$ cat src/rtl/scc_pkg.sv
// Package of register map, field layout, reset values and timing for the conversion control block
package scc_pkg;
    // ************************************************************
    // Register map (byte addresses)
    // ************************************************************
    localparam logic [7:0] CTRL_STATUS_OFFSET = 8'h3C;
    localparam logic [7:0] RESULT_OFFSET      = 8'h40;
    localparam logic [7:0] CLOCK_DIV_OFFSET   = 8'h44;
    localparam logic [7:0] PORT_B_DATA_OFFSET = 8'h48;
    localparam logic [7:0] PORT_B_DIR_OFFSET  = 8'h4C;
    localparam logic [7:0] PORT_D_DATA_OFFSET = 8'h50;
    localparam logic [7:0] PORT_D_DIR_OFFSET  = 8'h54;

    // ************************************************************
    // Control/status field positions
    // ************************************************************
    localparam int DONE_BIT = 7;
    localparam int IEN_BIT  = 6;
    localparam int CONT_BIT = 5;

    // ************************************************************
    // Reset values and constants
    // ************************************************************
    localparam logic [4:0] CHANNEL_OFF       = 5'h1F;
    localparam logic [4:0] CHANNEL_COUNT     = 5'h0D;
    localparam logic [4:0] CHANNEL_TWELVE    = 5'h0C;
    localparam logic [4:0] CHANNEL_HIGH_REF  = 5'h1D;
    localparam logic [4:0] CHANNEL_LOW_REF   = 5'h1E;
    localparam logic [2:0] CLOCK_DIV_RESET   = 3'h0;
    localparam logic [3:0] CONVERT_CYCLES    = 4'hE;
    localparam logic [3:0] SAR_FIRST_STEP    = 4'h2;
    localparam logic [7:0] FULL_SCALE        = 8'hFF;

    typedef enum logic [1:0] {
        SCC_IDLE    = 2'b00,
        SCC_PENDING = 2'b01,
        SCC_CONVERT = 2'b10
    } scc_state_t;

    typedef struct packed {
        logic [7:0] data;
        logic [7:0] dir;
    } scc_port_t;
endpackage

$ cat src/rtl/scc_port_claim.sv
// Pin ownership between the converter and one general-purpose port
`timescale 1ns/100ps
module scc_port_claim
    import scc_pkg::*;
(
    // Port registers and claim mask
    input  wire scc_port_t  regs,
    input  wire logic [7:0] claim,
    // Pins
    input  wire logic [7:0] pin_in,
    output logic [7:0]      pin_out,
    output logic [7:0]      pin_oe_n,
    output logic [7:0]      read_value
);
    always_comb begin
        // A claimed pin is forced to input, whatever the port logic says
        pin_out    = regs.data & ~claim;
        pin_oe_n   = ~(regs.dir & ~claim);
        // Claimed: 0 when input, latch when output direction
        read_value = (claim & regs.dir & regs.data) |
                     (~claim & ((regs.dir & regs.data) | (~regs.dir & pin_in)));
    end
endmodule

$ cat src/rtl/scc_top.sv
// Successive-approximation conversion control with APB registers and shared-pin claim
// Functional notes
// One of 13 channels, chosen by channel select, feeds the converter.
// Finished conversion writes 8-bit result, then flags or interrupts.
// Successive approximation resolves one result bit per step.
// Selected channel pin is forced to converter input.
// Port data or direction writes do not affect the claimed pin.
// Claimed pin reads 0 if direction 0, else the data latch.
// Unselected channel pins stay ordinary port pins.
// Channel select lives in control/status at 0x3C.
// Upper supply converts to FF, lower to 00, linear between.
// Inputs beyond supplies saturate at FF or 00.
// A conversion takes exactly fourteen converter clocks.
// Conversion starts on first converter clock after a control write.
// Continuous mode converts repeatedly, loading result every time.
// Continuous results overwrite unread ones.
// Repeats continue until the continuous bit is cleared.
// Done flag set per conversion; cleared by control write or result read.
// With interrupt enabled, request at end; dropped on result read/control write.
// With interrupt enabled the done flag reads 0.
// All-ones channel select turns converter off; reset loads all ones.
// 3-bit divider gives 1,2,4,8,16; top bit set means 16.
// Control write mid-conversion abandons it and starts anew.
// Continuous mode restarts on the next converter clock after storing.
`timescale 1ns/100ps
module scc_top
    import scc_pkg::*;
(
    // Clock and reset
    input  wire logic        pclk,
    input  wire logic        presetn,
    // APB slave
    input  wire logic        psel,
    input  wire logic        penable,
    input  wire logic        pwrite,
    input  wire logic [7:0]  paddr,
    input  wire logic [31:0] pwdata,
    output logic [31:0]      prdata,
    output logic             pready,
    output logic             pslverr,
    // Analog comparator: high while input exceeds trial code
    input  wire logic        cmp_above,
    output logic [7:0]       trial_code,
    output logic [4:0]       mux_select,
    output logic             converter_on,
    // Port pins
    input  wire logic [7:0]  port_b_pins_in,
    output logic [7:0]       port_b_pins_out,
    output logic [7:0]       port_b_pins_oe_n,
    input  wire logic [3:0]  port_d_pins_in,
    output logic [3:0]       port_d_pins_out,
    output logic [3:0]       port_d_pins_oe_n,
    // Interrupt request
    output logic             done_irq
);
    // ************************************************************
    // Register state
    // ************************************************************
    logic [4:0]  channel_select, next_channel_select;
    logic        continuous_convert_bit, next_continuous_convert_bit;
    logic        done_interrupt_enable, next_done_interrupt_enable;
    logic        conversion_done_flag, next_conversion_done_flag;
    logic [2:0]  converter_clock_divide, next_converter_clock_divide;
    logic [7:0]  result, next_result;
    scc_port_t   port_b, next_port_b, port_d, next_port_d;
    logic [31:0] next_prdata;
    logic        next_irq, next_pready;

    // ************************************************************
    // Converter state
    // ************************************************************
    scc_state_t  state, next_state;
    logic [3:0]  div_count, next_div_count;
    logic [3:0]  step, next_step;
    logic [7:0]  sar, next_sar;
    logic [7:0]  trial_bit, next_trial_bit;
    logic [7:0]  next_trial_code;
    logic        next_converter_on;
    logic [4:0]  next_mux_select;

    logic        wr_en, rd_en, ctrl_write, result_read, tick, finish;
    logic [3:0]  div_limit;
    logic [7:0]  claim_b, b_read;
    logic [7:0]  claim_d8, d_read8, d_out8, d_oe8;
    logic [7:0]  port_b_out_c, port_b_oe_c;
    logic [7:0]  trial_now;

    assign wr_en       = psel & penable & pready & pwrite;
    assign rd_en       = psel & penable & ~pwrite;
    assign ctrl_write  = wr_en & (paddr == CTRL_STATUS_OFFSET);
    assign result_read = rd_en & pready & (paddr == RESULT_OFFSET);

    // ************************************************************
    // Converter clock divider
    // ************************************************************
    always_comb begin
        // Any setting with the top bit set selects divide by 16
        case (converter_clock_divide)
            3'h0:    div_limit = 4'h0;
            3'h1:    div_limit = 4'h1;
            3'h2:    div_limit = 4'h3;
            3'h3:    div_limit = 4'h7;
            default: div_limit = 4'hF;
        endcase
        tick           = (div_count >= div_limit);
        next_div_count = tick ? 4'h0 : div_count + 4'h1;
    end

    // ************************************************************
    // Pin claim
    // ************************************************************
    always_comb begin
        claim_b  = 8'h00;
        claim_d8 = 8'h00;
        // Port D channels 8..11 map to pins 3 down to 0
        if (channel_select < 5'h08) begin
            claim_b[channel_select[2:0]] = 1'b1;
        end else if (channel_select < CHANNEL_TWELVE) begin
            claim_d8[3 - channel_select[1:0]] = 1'b1;
        end
    end

    scc_port_claim u_claim_b (
        .regs       (port_b),
        .claim      (claim_b),
        .pin_in     (port_b_pins_in),
        .pin_out    (port_b_out_c),
        .pin_oe_n   (port_b_oe_c),
        .read_value (b_read)
    );

    scc_port_claim u_claim_d (
        .regs       (port_d),
        .claim      (claim_d8),
        .pin_in     ({4'h0, port_d_pins_in}),
        .pin_out    (d_out8),
        .pin_oe_n   (d_oe8),
        .read_value (d_read8)
    );

    // ************************************************************
    // Successive approximation sequencer
    // ************************************************************
    assign trial_now = sar | trial_bit;
    assign finish    = (state == SCC_CONVERT) & tick & (step == CONVERT_CYCLES - 4'h1);

    always_comb begin
        next_state      = state;
        next_step       = step;
        next_sar        = sar;
        next_trial_bit  = trial_bit;
        next_trial_code = trial_code;
        next_result     = result;
        if (ctrl_write) begin
            // Restart pends on the next converter clock; running conversion dropped
            next_state = (pwdata[4:0] == CHANNEL_OFF) ? SCC_IDLE : SCC_PENDING;
            if (finish) next_result = sar;
        end else begin
            case (state)
                SCC_IDLE:    next_state = SCC_IDLE;
                SCC_PENDING: begin
                    if (tick) begin
                        next_state     = SCC_CONVERT;
                        next_step      = 4'h0;
                        next_sar       = 8'h00;
                        next_trial_bit = 8'h80;
                    end
                end
                SCC_CONVERT: begin
                    if (tick) begin
                        next_step = step + 4'h1;
                        // Two sample, eight trial, four settle clocks; a code stands a clock before it is judged
                        if (step == SAR_FIRST_STEP - 4'h1) next_trial_code = trial_now;
                        if (step >= SAR_FIRST_STEP && step < SAR_FIRST_STEP + 4'h8) begin
                            if (cmp_above) begin
                                next_sar = trial_now;
                            end
                            next_trial_bit  = trial_bit >> 1;
                            next_trial_code = (cmp_above ? trial_now : sar) | (trial_bit >> 1);
                        end
                        if (finish) begin
                            next_result = sar;
                            next_step   = 4'h0;
                            next_sar    = 8'h00;
                            next_trial_bit = 8'h80;
                            next_state  = continuous_convert_bit ? SCC_CONVERT : SCC_IDLE;
                        end
                    end
                end
                default: next_state = SCC_IDLE;
            endcase
        end
        next_mux_select   = channel_select;
        next_converter_on = (channel_select != CHANNEL_OFF);
    end

    // ************************************************************
    // APB register file
    // ************************************************************
    always_comb begin
        next_channel_select         = channel_select;
        next_continuous_convert_bit = continuous_convert_bit;
        next_done_interrupt_enable  = done_interrupt_enable;
        next_converter_clock_divide = converter_clock_divide;
        next_port_b                 = port_b;
        next_port_d                 = port_d;
        next_prdata                 = 32'h0000_0000;
        next_pready                 = psel & penable & ~pready;
        if (wr_en) begin
            // Port writes reach the latches but the claim masks them at the pins
            case (paddr)
                CTRL_STATUS_OFFSET: begin
                    next_channel_select         = pwdata[4:0];
                    next_continuous_convert_bit = pwdata[CONT_BIT];
                    next_done_interrupt_enable  = pwdata[IEN_BIT];
                end
                CLOCK_DIV_OFFSET:   next_converter_clock_divide = pwdata[2:0];
                PORT_B_DATA_OFFSET: next_port_b.data = pwdata[7:0];
                PORT_B_DIR_OFFSET:  next_port_b.dir  = pwdata[7:0];
                PORT_D_DATA_OFFSET: next_port_d.data = {4'h0, pwdata[3:0]};
                PORT_D_DIR_OFFSET:  next_port_d.dir  = {4'h0, pwdata[3:0]};
                default: ;
            endcase
        end
        if (rd_en && !pready) begin
            case (paddr)
                CTRL_STATUS_OFFSET: next_prdata = {24'h0, conversion_done_flag & ~done_interrupt_enable,
                                                   done_interrupt_enable, continuous_convert_bit,
                                                   channel_select};
                RESULT_OFFSET:      next_prdata = {24'h0, result};
                CLOCK_DIV_OFFSET:   next_prdata = {29'h0, converter_clock_divide};
                PORT_B_DATA_OFFSET: next_prdata = {24'h0, b_read};
                PORT_B_DIR_OFFSET:  next_prdata = {24'h0, port_b.dir};
                PORT_D_DATA_OFFSET: next_prdata = {28'h0, d_read8[3:0]};
                PORT_D_DIR_OFFSET:  next_prdata = {28'h0, port_d.dir[3:0]};
                default:            next_prdata = 32'h0000_0000;
            endcase
        end
        // Completion wins over a clear in the same cycle
        if (finish) begin
            next_conversion_done_flag = 1'b1;
        end else if (ctrl_write | result_read) begin
            next_conversion_done_flag = 1'b0;
        end else begin
            next_conversion_done_flag = conversion_done_flag;
        end
        next_irq = next_conversion_done_flag & next_done_interrupt_enable;
    end

    always_ff @(posedge pclk or negedge presetn) begin
        if (!presetn) begin
            state                  <= SCC_IDLE;
            div_count              <= 4'h0;
            step                   <= 4'h0;
            sar                    <= 8'h00;
            trial_bit              <= 8'h80;
            trial_code             <= 8'h00;
            result                 <= 8'h00;
            mux_select             <= CHANNEL_OFF;
            converter_on           <= 1'b0;
            channel_select         <= CHANNEL_OFF;
            continuous_convert_bit <= 1'b0;
            done_interrupt_enable  <= 1'b0;
            conversion_done_flag   <= 1'b0;
            converter_clock_divide <= CLOCK_DIV_RESET;
            port_b                 <= '0;
            port_d                 <= '0;
            prdata                 <= 32'h0000_0000;
            pready                 <= 1'b0;
            done_irq               <= 1'b0;
            port_b_pins_out        <= 8'h00;
            port_b_pins_oe_n       <= 8'hFF;
            port_d_pins_out        <= 4'h0;
            port_d_pins_oe_n       <= 4'hF;
        end else begin
            state                  <= next_state;
            div_count              <= next_div_count;
            step                   <= next_step;
            sar                    <= next_sar;
            trial_bit              <= next_trial_bit;
            trial_code             <= next_trial_code;
            result                 <= next_result;
            mux_select             <= next_mux_select;
            converter_on           <= next_converter_on;
            channel_select         <= next_channel_select;
            continuous_convert_bit <= next_continuous_convert_bit;
            done_interrupt_enable  <= next_done_interrupt_enable;
            conversion_done_flag   <= next_conversion_done_flag;
            converter_clock_divide <= next_converter_clock_divide;
            port_b                 <= next_port_b;
            port_d                 <= next_port_d;
            prdata                 <= next_prdata;
            pready                 <= next_pready;
            done_irq               <= next_irq;
            port_b_pins_out        <= port_b_out_c;
            port_b_pins_oe_n       <= port_b_oe_c;
            port_d_pins_out        <= d_out8[3:0];
            port_d_pins_oe_n       <= d_oe8[3:0];
        end
    end

    // One wait state so registered read data stands with pready; nothing is refused
    assign pslverr = 1'b0;

    // ************************************************************
    // Assertions
    // ************************************************************
    done_sets_a: assert property (@(posedge pclk) disable iff (!presetn)
        finish |=> conversion_done_flag && result == $past(sar))
        else $error("done flag or result missing after conversion");
    done_clear_a: assert property (@(posedge pclk) disable iff (!presetn)
        (result_read && !finish) |=> !conversion_done_flag)
        else $error("result read did not clear done flag");
    irq_follow_a: assert property (@(posedge pclk) disable iff (!presetn)
        finish && done_interrupt_enable && !ctrl_write |=> done_irq)
        else $error("interrupt not raised at end of conversion");
    off_idle_a: assert property (@(posedge pclk) disable iff (!presetn)
        ctrl_write && pwdata[4:0] == CHANNEL_OFF |=> state == SCC_IDLE && !finish)
        else $error("converter ran with channel select all ones");
    start_tick_a: assert property (@(posedge pclk) disable iff (!presetn)
        state == SCC_PENDING && tick && !ctrl_write |=> state == SCC_CONVERT && step == 4'h0)
        else $error("conversion did not start on converter clock");
    fast_len_a: assert property (@(posedge pclk) disable iff (!presetn)
        converter_clock_divide == 3'h0 && state == SCC_PENDING && !wr_en
        ##1 (!wr_en)[*7] ##1 (!wr_en)[*7] |-> finish)
        else $error("conversion length not fourteen converter clocks");
    cont_again_a: assert property (@(posedge pclk) disable iff (!presetn)
        finish && continuous_convert_bit && !ctrl_write |=> state == SCC_CONVERT)
        else $error("continuous mode did not restart");
    single_stop_a: assert property (@(posedge pclk) disable iff (!presetn)
        finish && !continuous_convert_bit && !ctrl_write |=> state == SCC_IDLE)
        else $error("single conversion did not stop");
    claim_pin_a: assert property (@(posedge pclk) disable iff (!presetn)
        channel_select < 5'h08 ##1 $stable(channel_select) |-> port_b_pins_oe_n[channel_select[2:0]])
        else $error("claimed pin still driven by port");
endmodule

$ cat config.mk
export PLATFORM = sky130hd
export DESIGN_NAME = scc_top
export DESIGN_NICKNAME = d
export VERILOG_FILES = /design/src/rtl/scc_pkg.sv /design/src/rtl/scc_port_claim.sv /design/src/rtl/scc_top.sv
export SDC_FILE = /design/constraint.sdc
export NUM_CORES = 1
export LEC_CHECK = 0
export CAP_MARGIN = 10
export CORE_ASPECT_RATIO = 1.4
export CORE_MARGIN = 5
export CORE_UTILIZATION = 40
export DETAILED_ROUTE_END_ITERATION = 8
export DONT_BUFFER_PORTS = 1
export GPL_TIMING_DRIVEN = 1
export PLACE_DENSITY = 0.59
export SLEW_MARGIN = 30
export SYNTH_ARGS = -nofsm -noshare
export SYNTH_HDL_FRONTEND = slang
export SYNTH_SLANG_ARGS = --single-unit
$ cat constraint.sdc
create_clock -name pclk -period 2.9 [get_ports pclk]
set_input_delay 0.58 -clock pclk [delete_from_list [all_inputs] [get_ports pclk]]
set_output_delay 0.58 -clock pclk [all_outputs]
set_load 0.1 [all_outputs]
# Word-level counts from Yosys, hierarchy flattened
# Index checks and enable logic that the tools add are counted.
# word_totals
input_bits	58
out_inout_bits	73
register_bits	141
wordCells	166
# classes
eq_ne	22
muxes	43
n_bitwise	43
order_cmp	9
addsub	3
n_reduce_logical	21
# op_table
cell	count
two-way mux 8 bit	17
AND 8 bit	7
case mux 8 bit (7 select lines)	1
== test 8 x 7 -> 1 bit (second input constant)	6
greater-or-equal comparator 32 x 1 -> 1 bit (second input constant)	1
< comparator 32 x 4 -> 1 bit (second input constant)	1
case mux 8 bit (2 select lines)	2
AND 4 bit	7
two-way mux 4 bit	6
NOT 8 bit	3
bitwise OR 8 bit	3
case mux 4 bit (4 select lines)	1
AND reduction 2 bit	7
AND 1 bit	12
NOT 4 bit	3
< comparator 5 x 4 -> 1 bit (second input constant)	2
two-way mux 2 bit	5
inequality test 3 bit (second input constant)	3
adder 4 x 1 -> 4 bit (second input constant)	2
== test 8 x 6 -> 1 bit (second input constant)	1
bitwise OR 4 bit	2
bitwise OR 8 x 7 -> 8 bit	1
case mux 4 bit (2 select lines)	1
AND reduction 4 bit	2
27 further kinds	45

# Longest topological paths before layout
# logic_depth
depth_word	12
depth_mapped	9
depth_no_buf	7

# Modules after synthesis
# From an unflattened synthesis, not the netlist that was laid out.
# unflattened
hier_cells	481
hier_area_um2	5557.8
# modules_own_cells
mod	cells_each	seq_area_each_um2	area_each_um2	n_inst
scc_top	417	2956.6	5139.9	1
scc_port_claim	32	0.0	209.0	2

# Worst setup path before layout
# Ideal clock, no wire load.
# synth_path
path_kind	register to register
startpoint	reg pready
endpoint	reg trial_bit[1]
path_slack_ns	0.575
n_path_buf	1
arrival_time_ns	2.204
stages_incl_launch_ff	7
setup_ns	0.121
required_ns	2.779
period_less_slack_ns	2.325
cell_sequence	dfrtp_1 -> and4_1 -> nand4_2 -> o211a_2 -> and3_1 -> clkbuf_2 -> a22o_1
# synth_via
elab_chain_len	5
# synth_lines
element	line	source
from (decl)	scc_top.sv:39	output logic pready,
from (signal assigned)	scc_top.sv:293	pready <= next_pready;
AND 1 bit (2 in series)	scc_top.sv:88	assign wr_en = psel & penable & pready & pwrite;
AND 1 bit	scc_top.sv:90	assign ctrl_write = wr_en & (paddr == CTRL_STATUS_OFFSET);
NOT 1 bit (no source line)	-	
AND reduction 5 bit (no source line)	-	
to (signal assigned)	scc_top.sv:280	trial_bit <= next_trial_bit;
to (decl)	scc_top.sv:76	logic [7:0] trial_bit, next_trial_bit;
# Every way passes these cells.
# A chain may end at the register's enable or synchronous reset.

# Final worst setup path
# layout_path
startpoint	reg converter_clock_divide[1]
endpoint	reg trial_bit[5]
# layout_via
elab_chain_len	8
elab_cells_between_ends	15
classes_between	order compare: 1; eq/ne: 6; mux: 4; bitwise: 2; reduce/logical: 2
# layout_lines
element	line	source
from (decl)	scc_top.sv:63	logic [2:0] converter_clock_divide, next_converter_clock_divide;
from (signal assigned)	scc_top.sv:289	converter_clock_divide <= next_converter_clock_divide;
== test 3 x 2 -> 1 bit (tied with other cells)	scc_top.sv:98	case (converter_clock_divide)
case mux 4 bit (4 select lines) (*)	scc_top.sv:98	
greater-or-equal comparator 4 bit (*)	scc_top.sv:105	tick = (div_count >= div_limit);
AND 1 bit (2 in series)	scc_top.sv:145	assign finish = (state == SCC_CONVERT) & tick & (step == CONVERT_CYCLES - 4'h1);
two-way mux 8 bit	scc_top.sv:181	if (finish) begin
two-way mux 8 bit	scc_top.sv:170	if (tick) begin
case mux 8 bit (2 select lines)	scc_top.sv:159	case (state)
# Every way passes the cells marked *; elsewhere a longest branch is shown, timed or not. The select of a mux whose other input is x is not followed.

==> key figures <==
GRT
  • Vias in the first global route: 3938
  • Largest net degree at the start of global routing: 95
  • Global route total overflow: 0
  • First-pass GRT wire length: 21.1 mm
  • Total global-route track usage: 17.1%
  • Number of antenna violations at the first check in global routing: 0

Timing
  • Clock Skew: 9.50 ps
  • Transition time at the pin with the least slew margin: 904 ps
  • Worst hold slack across all endpoints: 21.1 ps
  • Final period utilization: 86.6%
  • Final hold viol count: 0
  • Worst-case headroom to the max-slew limit: 39.7%
  • Achievable clock frequency: 398 MHz
  • RSZ-0062 raised after global routing: false
  • Fin crit period: 2510 ps
  • Aggregate negative setup slack: 0 ps
  • Final critical-path setup slack: 388 ps
  • Count of endpoints failing setup in the final report: 0
  • Slew Limit Fails: 0

Clocking
  • Total CTS buffers: 17
  • Clock-pin slew of the registers on the worst-case setup and hold paths: 50 ps
  • Insertion delay of the later-clocked pin in the worst-skew pair: 410 ps
  • Number of gates resized after CTS: 0
  • Post-CTS setup repair buffer count: 0
  • Number of H-tree branching levels: 4
  • CTS sink cnt: 117
  • Clock tree from TritonCTS: done
  • Number of buffers inserted by hold repair at cts: 1
  • Cell at the root of the clock tree: clkbuf_16
  • Number of buffers on the longest clock path: 2

Placed design
  • Detailed placer's ending HPWL: 9.20 mm
  • Quantity of I/O buffers inserted on ports: 0
  • Gp weighted congestion: 0.850
  • Placement-stage worst setup slack: 394 ps

Layout
  • Fill cell total of the finished layout: 1235
  • Antenna diode count: 0
  • Total area of multi-input combinational cells: 0.00224 mm^2
  • Syn-to-layout area delta: 14.6%
  • Share of cells above drive strength 1: 21.2%
  • Number of nets at the end of the flow: 569
  • Sequential cell area: 0.00296 mm^2

Logic synthesis
  • Number of storage elements in the synthesis netlist: 117
  • Mean instance size in the synthesized netlist: 11.1 um^2
  • Async SR Flop Fraction: 100%
  • Area fraction of the dominant cell type after synthesis: 43.6%
  • Synth area leaders: dfrtp_1 (44%), dfstp_2 (11%), mux2_2 (6.9%)
  • Sequential element share of the synthesized area: 54.8%
  • Syn Inst Count: 486
  • Largest area contributor in the netlist: dfrtp_1
  • Count of unique library cells instantiated by Yosys: 58
  • Number of flops mapped to enable cells by yosys: 0
  • Most frequent cells after synthesis: dfrtp_1 (94), nand2_1 (70), mux2_2 (33)
  • Cell with the most instances after synthesis: dfrtp_1
  • Netlist Area Pre-Place: 0.00540 mm^2
  • YS warnings: 0
  • Prevailing post-synth register cell: dfrtp_1

Worst setup path
  • Worst path required time: 3190 ps
  • Launch instance of the worst register-to-register path: converter_clock_divide[1]$_DFFE_PN0P_
  • CP startpoint kind: register
  • Crit Path Max Fanout: 15
  • Arrival @ worst endpoint: 2810 ps
  • Critical path class: reg2reg
  • Capturing element type of the critical path: register
  • Reg2reg path depth: 7
  • Worst setup path startpoint: converter_clock_divide[1]$_DFFE_PN0P_

Die
  • CORE AREA: 0.0133 mm^2
  • Total die area: 0.0160 mm^2
  • Initial core utilization: 40.5%
  • Number of placement rows: 50
  • Width of the die: 108 um
  • Vertical die dimension: 147 um
  • Ports placed on the boundary: 131

Route
  • Post-route DRC violation count: 0
  • Drt wl/cell: 18.8 um
  • DRC marker count from the first detailed-route iteration: 140
  • First-pass DRT Iterations: 4
  • Total number of vias: 3743
  • Number of nets with antenna violations after detailed routing: 0
  • Final routed wirelength across all metal layers: 13.1 mm
  • Ratio of routed vias to standard cells: 5.38

Run status
  • Result of the run: completed

Power
  • Maximum ir drop on the vdd rail: 0.311 mV
  • Cell leakage power: 0.00283 uW
  • Power density over cell area: 676 mW/mm^2

Run
  • Max Cap Viol: 0

Worst hold path
  • Worst min path class: in2async
## flip-flops by register name (all words and copies together) (netlist names), 2 cells and up
| signal | cells |
|---|---|
| div_count | 4 |
| port_d_pins_out | 4 |
| step | 4 |
| port_d_pins_oe_n | 4 |
| trial_bit | 8 |
| mux_select | 5 |
| sar | 8 |
| prdata | 8 |
| port_d | 8 |
| channel_select | 5 |
| state | 2 |
| port_b_pins_oe_n | 8 |
| port_b_pins_out | 8 |
| port_b | 16 |
| result | 8 |
| converter_clock_divide | 3 |
| trial_code | 8 |
## critical path, stage by stage, from the launching register on
cell	delay, ps
dfrtp_1	400
or3_1	390
ha_1	290
nor3b_2	50
o21ai_2	340
o211a_2	420
o21ai_1	260
a22o_1	250
## final timing paths
| path | to | slack [ps] |
|---|---|---|
| min in group pclk | converter_clock_divide[2]$_DFFE_PN0P_ | 300 |
| max reg2reg | trial_bit[5]$_DFFE_PN0P_ | 390 |
| max in group asynchronous | port_d_pins_oe_n[1]$_DFF_PN1_ | 2030 |
| max | trial_bit[5]$_DFFE_PN0P_ | 390 |
| min | port_b_pins_oe_n[1]$_DFF_PN1_ | 20 |
| min reg2reg | mux_select[0]$_DFF_PN1_ | 410 |
## cell families (layout without fill, tap and decap cells)
group                      count (synthesis)  after routing  share of synthesized area [%]
and+or+nand+nor                          174            174                           17.1
DFF                                      117            117                           54.8
AOI/OAI and AO/OA                         96             96                           12.6
buffers and inverters                     50             54                           5.42
muxes                                     36             36                           7.44
adders and majority gates                 10             10                           2.32
xor gates and xnor gates                   2              2                          0.325
other                                      1             25                         0.0695
## metal layers
layer	wire length (um)	global-route usage (%)	up-vias
met2	6950	30.0	127
met5	0	0	-
met4	381	7.33	0
li1	-	-	1723
met1	4860	18.9	1867
met3	892	5.16	26
## metrics by stage
step           std cells  total power (uW)  instance area (um^2)  util (%)
4_1_cts              695              4220                  6170      46.3
2_1_floorplan        510              2030                  5490         -
5_1_grt              696              4320                  6180      46.4
6_report             696              4180                  6180      46.4
3_5_place_dp         662              2030                  5530      41.5
3_3_place_gp         662              2020                  5530      41.5
## final cells by class
cell class                 instances  area share [%]
tap                              182            3.68
clock buffer                      24            7.95
sequential                       117            47.8
inverter                          11           0.668
clock inverter                     8            1.98
timing repair buffer              11            1.70
multi-input combinational        343            36.2
## cells in the final DEF (no fill, tap or decap), types with 5 or more instances in the layout
master,n
nand2_1,70
o21ai_0,17
and2_1,15
o211ai_1,6
a21oi_1,18
ha_1,10
clkbuf_16,17
nor2b_1,5
buf_4,9
conb_1,25
and3_1,9
nand3_1,15
a31oi_1,5
dfrtp_1,94
mux2_2,33
a221oi_1,8
dfstp_2,23
a41oi_1,9
inv_1,11
nor2_1,28
a22o_1,8
## power breakdown
group,total [uW],switching [uW],internal (uW)
combinational,328,251,76.2
sequential,1710,38.8,1670
clock,2140,700,1440
(Power assumes the default switching activity.)
